--- config.mk ---
export PLATFORM = sky130hd
export DESIGN_NAME = atf_cmd
export DESIGN_NICKNAME = d
export VERILOG_FILES = /design/src/inc/atf_pkg.sv /design/src/atf_cmd.sv
export SDC_FILE = /design/constraint.sdc
export NUM_CORES = 1
export LEC_CHECK = 0
export ABC_AREA = 1
export BUFFER_PORTS_ARGS = -buffer_cell sky130_fd_sc_hd__buf_2
export CORE_MARGIN = 4
export CORE_UTILIZATION = 40
export CTS_BUF_LIST = sky130_fd_sc_hd__clkbuf_4 sky130_fd_sc_hd__clkbuf_8
export DETAILED_ROUTE_END_ITERATION = 12
export GPL_ROUTABILITY_DRIVEN = 0
export PLACE_DENSITY = 0.63
export REMOVE_ABC_BUFFERS = 1
export SETUP_SLACK_MARGIN = 0.1
export SKIP_CTS_REPAIR_TIMING = 1
export SYNTH_ARGS = -nofsm -noshare
export SYNTH_HDL_FRONTEND = slang
export SYNTH_SLANG_ARGS = --single-unit
--- constraint.sdc ---
create_clock -name i_core_clk -period 2.7 [get_ports i_core_clk]
set_input_delay 0.405 -clock i_core_clk [delete_from_list [all_inputs] [get_ports i_core_clk]]
set_output_delay 0.405 -clock i_core_clk [all_outputs]
set_load 0.01 [all_outputs]
--- src/inc/atf_pkg.sv ---
`default_nettype none
package atf_pkg;
	// ---------------------------------------------------------------
	// Instruction codes
	// ---------------------------------------------------------------
	localparam logic [7:0] ATF_OP_ACCU_TO_AXIS = 8'h22;
	localparam logic [7:0] ATF_OP_ACCU_TO_GLOBAL = 8'h23;
	localparam logic [7:0] ATF_OP_CLEAR_FLAGS = 8'h24;
	localparam logic [7:0] ATF_OP_UNMASK_IRQ = 8'h19;
	localparam logic [7:0] ATF_OP_MASK_IRQ = 8'h1A;
	// ---------------------------------------------------------------
	// Field values
	// ---------------------------------------------------------------
	localparam logic [7:0] ATF_IRQ_GLOBAL = 8'hFF;
	localparam logic [7:0] ATF_BANK_0 = 8'h00;
	localparam logic [7:0] ATF_BANK_USER = 8'h02;
	localparam logic [7:0] ATF_BANK_3 = 8'h03;
	localparam logic [7:0] ATF_MOTOR_0 = 8'h00;
	localparam logic [7:0] ATF_FLAG_ALL = 8'h00;
	localparam logic [7:0] ATF_FLAG_LAST = 8'h05;
	localparam int ATF_NUM_FLAGS = 5;
	localparam logic [7:0] ATF_STATUS_OK = 8'h64;
	localparam logic [7:0] ATF_STATUS_BAD_SUM = 8'h01;
	localparam logic [7:0] ATF_STATUS_BAD_CMD = 8'h02;
	localparam logic [7:0] ATF_STATUS_BAD_VAL = 8'h04;
	localparam logic [3:0] ATF_FRAME_LAST = 4'h8;
	localparam int ATF_IRQ_NUM = 32;
	// ---------------------------------------------------------------
	// Carriers
	// ---------------------------------------------------------------
	// Parameter write toward the parameter store
	typedef struct packed {
		logic axis;
		logic [7:0] bank;
		logic [7:0] index;
		logic [31:0] data;
	} atf_pwrite_type;
	// Reply toward the host side
	typedef struct packed {
		logic [7:0] status;
		logic [7:0] opcode;
		logic [31:0] value;
	} atf_reply_type;
	typedef enum logic [1:0] {ATF_IDLE, ATF_EXEC, ATF_REPLY} atf_state_type;
endpackage : atf_pkg
`default_nettype wire

--- src/atf_cmd.sv ---
// How it works
// - Code 34 is accu-to-axis-parameter, type is the parameter, motor/bank the motor (only 0).
// - On code 34 the accumulator is written to the selected axis parameter of the motor.
// - Code 35 writes the accumulator to global parameter type in bank 0, 2 or 3.
// - Bank 2 holds user variables, so code 35 to bank 2 stores the accumulator there.
// - Code 36 clears error flags picked by type, ignoring motor/bank and value.
// - Flag type 0 clears all, 1 timeout, 2 alarm, 3 deviation, 4 position, 5 shutdown.
// - Code 25 enables the interrupt numbered by type, ignoring motor/bank and value.
// - Code 25 with number 255 turns global interrupt processing on.
// - Code 26 disables the interrupt numbered by type, ignoring motor/bank and value.
// - Code 26 with number 255 turns global interrupt processing off.
// - Each host frame is answered with status 100 when legal, else 1, 2 or 4; program-port commands get no reply. The reply value carries nothing.
`default_nettype none
module atf_cmd
	import atf_pkg::*;
(
	input wire logic i_core_clk,
	input wire logic i_rst_n,
	input wire logic i_ce,
	input wire logic i_byte_valid,
	input wire logic [7:0] i_byte,
	input wire logic i_frame_start,
	input wire logic i_prog_valid,
	input wire logic [7:0] i_prog_opcode,
	input wire logic [7:0] i_prog_type,
	input wire logic [7:0] i_prog_bank,
	input wire logic [31:0] i_accu,
	input wire logic [ATF_NUM_FLAGS-1:0] i_error_set,
	output logic o_busy,
	output logic o_reply_valid,
	output atf_reply_type o_reply,
	output logic o_pwrite_valid,
	output atf_pwrite_type o_pwrite,
	output logic [ATF_NUM_FLAGS-1:0] o_error_flags,
	output logic [ATF_IRQ_NUM-1:0] o_irq_enable,
	output logic o_irq_global
);
	// ---------------------------------------------------------------
	// Frame assembly
	// ---------------------------------------------------------------
	logic [3:0] byte_cnt;
	logic [7:0] sum;
	logic [7:0] f_opcode;
	logic [7:0] f_type;
	logic [7:0] f_bank;
	logic frame_done;
	logic frame_ok;
	atf_state_type state;
	logic from_host;
	logic [7:0] c_opcode;
	logic [7:0] c_type;
	logic [7:0] c_bank;
	logic [7:0] status;
	logic exec_ok;

	// Decides whether a type/bank pair is legal for an opcode
	function automatic logic [7:0] atf_check(input logic [7:0] op, input logic [7:0] typ,
		input logic [7:0] bnk);
		logic [7:0] res;
		res = ATF_STATUS_OK;
		case (op)
			ATF_OP_ACCU_TO_AXIS: if (bnk != ATF_MOTOR_0) res = ATF_STATUS_BAD_VAL;
			ATF_OP_ACCU_TO_GLOBAL: begin
				if (bnk != ATF_BANK_0 && bnk != ATF_BANK_USER && bnk != ATF_BANK_3) begin
					res = ATF_STATUS_BAD_VAL;
				end
			end
			ATF_OP_CLEAR_FLAGS: if (typ > ATF_FLAG_LAST) res = ATF_STATUS_BAD_VAL;
			ATF_OP_UNMASK_IRQ, ATF_OP_MASK_IRQ: begin
				if (typ != ATF_IRQ_GLOBAL && typ >= 8'(ATF_IRQ_NUM)) res = ATF_STATUS_BAD_VAL;
			end
			default: res = ATF_STATUS_BAD_CMD;
		endcase
		return res;
	endfunction : atf_check

	// Nine bytes, address first and checksum last; value bytes are don't care here
	always_ff @(posedge i_core_clk or negedge i_rst_n) begin
		if (!i_rst_n) begin
			byte_cnt <= 4'h0;
			sum <= 8'h00;
			f_opcode <= 8'h00;
			f_type <= 8'h00;
			f_bank <= 8'h00;
		end else if (i_ce) begin
			if (i_frame_start) begin
				byte_cnt <= 4'h0;
				sum <= 8'h00;
			end else if (i_byte_valid && state == ATF_IDLE) begin
				byte_cnt <= (byte_cnt == ATF_FRAME_LAST) ? 4'h0 : byte_cnt + 4'h1;
				sum <= (byte_cnt == ATF_FRAME_LAST) ? 8'h00 : sum + i_byte;
				if (byte_cnt == 4'h1) f_opcode <= i_byte;
				if (byte_cnt == 4'h2) f_type <= i_byte;
				if (byte_cnt == 4'h3) f_bank <= i_byte;
			end
		end
	end

	assign frame_done = i_byte_valid && !i_frame_start && state == ATF_IDLE
		&& byte_cnt == ATF_FRAME_LAST;
	assign frame_ok = (i_byte == sum);
	assign o_busy = (state != ATF_IDLE);

	// ---------------------------------------------------------------
	// Command sequencer
	// ---------------------------------------------------------------
	// Host frames win over the program port when both arrive together
	always_ff @(posedge i_core_clk or negedge i_rst_n) begin
		if (!i_rst_n) begin
			state <= ATF_IDLE;
			from_host <= 1'b0;
			c_opcode <= 8'h00;
			c_type <= 8'h00;
			c_bank <= 8'h00;
			status <= ATF_STATUS_OK;
		end else if (i_ce) begin
			case (state)
				ATF_IDLE: begin
					if (frame_done) begin
						from_host <= 1'b1;
						c_opcode <= f_opcode;
						c_type <= f_type;
						c_bank <= f_bank;
						status <= frame_ok ? atf_check(f_opcode, f_type, f_bank)
							: ATF_STATUS_BAD_SUM;
						state <= ATF_EXEC;
					end else if (i_prog_valid) begin
						from_host <= 1'b0;
						c_opcode <= i_prog_opcode;
						c_type <= i_prog_type;
						c_bank <= i_prog_bank;
						status <= atf_check(i_prog_opcode, i_prog_type, i_prog_bank);
						state <= ATF_EXEC;
					end
				end
				ATF_EXEC: state <= from_host ? ATF_REPLY : ATF_IDLE;
				ATF_REPLY: state <= ATF_IDLE;
				default: state <= ATF_IDLE;
			endcase
		end
	end

	assign exec_ok = (state == ATF_EXEC) && (status == ATF_STATUS_OK);

	// ---------------------------------------------------------------
	// Parameter write
	// ---------------------------------------------------------------
	// Accumulator sampled in the execute cycle, so the caller loads it first
	always_ff @(posedge i_core_clk or negedge i_rst_n) begin
		if (!i_rst_n) begin
			o_pwrite_valid <= 1'b0;
			o_pwrite <= '0;
		end else if (i_ce) begin
			o_pwrite_valid <= 1'b0;
			if (exec_ok && c_opcode == ATF_OP_ACCU_TO_AXIS) begin
				o_pwrite_valid <= 1'b1;
				o_pwrite <= '{axis: 1'b1, bank: c_bank, index: c_type, data: i_accu};
			end else if (exec_ok && c_opcode == ATF_OP_ACCU_TO_GLOBAL) begin
				o_pwrite_valid <= 1'b1;
				o_pwrite <= '{axis: 1'b0, bank: c_bank, index: c_type, data: i_accu};
			end
		end
	end

	// ---------------------------------------------------------------
	// Error flags
	// ---------------------------------------------------------------
	// A new error in the clearing cycle wins, so no event is lost
	always_ff @(posedge i_core_clk or negedge i_rst_n) begin
		if (!i_rst_n) begin
			o_error_flags <= '0;
		end else if (i_ce) begin
			for (int i = 0; i < ATF_NUM_FLAGS; i++) begin
				if (i_error_set[i]) begin
					o_error_flags[i] <= 1'b1;
				end else if (exec_ok && c_opcode == ATF_OP_CLEAR_FLAGS
					&& (c_type == ATF_FLAG_ALL || c_type == 8'(i + 1))) begin
					o_error_flags[i] <= 1'b0;
				end
			end
		end
	end

	// ---------------------------------------------------------------
	// Interrupt enables
	// ---------------------------------------------------------------
	always_ff @(posedge i_core_clk or negedge i_rst_n) begin
		if (!i_rst_n) begin
			o_irq_enable <= '0;
			o_irq_global <= 1'b0;
		end else if (i_ce && exec_ok) begin
			if (c_opcode == ATF_OP_UNMASK_IRQ) begin
				if (c_type == ATF_IRQ_GLOBAL) o_irq_global <= 1'b1;
				else o_irq_enable[c_type[4:0]] <= 1'b1;
			end else if (c_opcode == ATF_OP_MASK_IRQ) begin
				if (c_type == ATF_IRQ_GLOBAL) o_irq_global <= 1'b0;
				else o_irq_enable[c_type[4:0]] <= 1'b0;
			end
		end
	end

	// ---------------------------------------------------------------
	// Reply
	// ---------------------------------------------------------------
	// Value field carries nothing useful, so it is held at zero
	always_ff @(posedge i_core_clk or negedge i_rst_n) begin
		if (!i_rst_n) begin
			o_reply_valid <= 1'b0;
			o_reply <= '0;
		end else if (i_ce) begin
			o_reply_valid <= 1'b0;
			if (state == ATF_EXEC && from_host) begin
				o_reply_valid <= 1'b1;
				o_reply <= '{status: status, opcode: c_opcode, value: 32'h0000_0000};
			end
		end
	end
endmodule : atf_cmd
`default_nettype wire
==> reports/qor.csv <==
metric,value,unit
ff2ff_path_depth,6,
placed_cell_area,0.00927,mm^2
slew_headroom,0.112,
vias,6934,
clock_latency,0.47,ns
netlist_area,0.00821,mm^2
yosys_warnings,0,
pwr_density_cell,569,mW/mm^2
hpwl,15200,um
die_h,151,um
regToRegSetupSlack,0.37,ns
num_rows,52,
p_leak,4.99,nW
fin_ws,0.369,ns
setup-tns-final,0,ns
root_buffer,clkbuf_8,
vdd.ir_drop.worst,0.299,mV
grt_overflow,0,
clock_sinks,168,
tightest_slew,1.33,ns
synthCells,1000,
fin_nets,1256,
min_from,i_error_set[2],
fillers,2032,
grt_max_degree,75,
slowest_stage,o21ai_2,
ant_nets,0,
syn_to_final_growth,17.8,%
pin_count,213,
final_cell_mix,"nand2_1 (242), buf_2 (176), dfrtp_1 (166)",
port_buffers,177,
multi_input_area,0.00323,mm^2
grt_pass1_vias,6621,
yosysSeqAreaShare,0.513,
grt_pass1_wl,33000,um
worst_setup_path_start_kind,flip-flop,
cts_max_level,4,
drt-vias-per-instance,4.76,
arrival,2.67,ns
fin_crit_sh,0.863,
start_util,0.406,
design_area,0.00966,mm^2
dp_slack,0.386,ns
drtIter0Drc,324,
required,3.04,ns
dieArea,0.0229,mm^2
avgSynthCellArea,8.21,um^2
synth.largest_area_cell,dfrtp_1,
timing.rr.start,c_opcode[2],
hold_end,o_error_flags[2],
finish.utilization,0.478,
finalWirelength,20500,um
hold_viol,0,
crit_chain,nor2_2 > nand3_1 > o21ai_2 > nand4_1 > nand2_1 > o21ai_0,
maxSlewViolCount,0,
ctsLongestPathBuffers,2,
min_period,2.33,ns
coreArea,0.0202,mm^2
synth.area.top_cells,"dfrtp_1 (51%), nand2_1 (11%), o21ai_0 (7.2%)",
slowest_delay,1.01,ns
setup_violations,0,
first_pass_iters,5,
antenna_found_initial,2,
path_max_fanout,33,
die_w,151,um
path_class,flip-flop to flip-flop,
grtUsageTotal,0.181,
clk_pin_slew,0.10,ns
cts_made_buffers,17,
remaining_drc_errors,0,
rsz0062_at_grt,no,
cts_tree,yes,
hold_class,primary input to flip-flop,
drive_above_1_share,0.204,
status,completed,
fmax,0.429,GHz
post_drt_wl_per_cell,14.1,um
min_path_cells,3,
layout_commonest_cell,nand2_1,
drv_cap,0,
end_kind,flip-flop,
synth_top_area_frac,0.506,
seqCellArea,0.00421,mm^2
ys_types,39,
skew,0.0201,ns
yosys_register_bits,168,
## how the worst max path moves through the flow
stage	cells after the start	slack, ns	endpoint	from
2_1_floorplan	4	0.50	o_pwrite[0]	status[5]
3_3_place_gp	6	0.40	flip-flop	c_opcode[2]
3_5_place_dp	6	0.39	flip-flop	c_opcode[7]
4_1_cts	6	0.40	flip-flop	c_opcode[2]
5_1_grt	6	0.11	flip-flop	c_opcode[3]
6_report	6	0.37	flip-flop	c_opcode[2]
## final cells by class
| type | instances | area share |
|---|---|---|
| Clock buffer | 18 | 0.0250 |
| Inverter | 120 | 0.0466 |
| Multi-Input combinational cell | 672 | 0.334 |
| Sequential cell | 168 | 0.435 |
| Timing Repair Buffer | 190 | 0.109 |
| Antenna cell | 5 | 0.00129 |
| Tap cell | 270 | 0.0350 |
| Clock inverter | 14 | 0.0137 |
## per-layer routing
layer  wire, um  GRT usage  vias up
met5          0          0        -
met4        451     0.0617        0
met3       1200     0.0404       38
met2       9690      0.290      188
met1       9150      0.242     3188
li1           -          -     3520
## power breakdown
group,internal (mW),switching (mW)
clock,0.688,1.03
combinational,0.299,0.586
sequential,2.72,0.171
## cells by family after synthesis
kind of cell	after synthesis	synth area share
and+or+nand+nor	427	0.223
muxes	2	0.00274
adders and majority gates	12	0.0192
other	1	0.000457
buffers and inverters	194	0.111
xor gates and xnor gates	4	0.00427
DFF	168	0.513
AOI/OAI and AO/OA	192	0.127
## metrics by stage
stage	power (mW)	std cells	hold slack, ns
floorplan	3.47	960	0.109
global placement	3.81	1419	0.385
detailed placement	3.83	1419	0.378
CTS	5.56	1451	-0.153
global route	5.85	1454	0.121
finish	5.50	1457	0.130
## synthesized netlist by cell type (all sizes together)
cell and instances:
fa 1, a21oi 10, clkinv 2, dfrtp 166, dfstp 2, or2 1, ha 11, o21ai 149
o21bai 1, a31oi 11, buf 57, nand2 243, o22ai 4, clkbuf 17, mux2 2, nor2 102
conb 1, nand3 28, nand3b 2, xnor2 2, a22oi 1, inv 118, nand4 44, o211ai 14
o31ai 2, xor2 2, nor3 7
## worst max-delay path, delay by kind of cell (launching register included)
family          cells  cell delay [ns]
compound gates      2             1.10
simple gates        4             0.67
flops               1             0.42
Note: power is estimated with default switching activity, not from simulation.
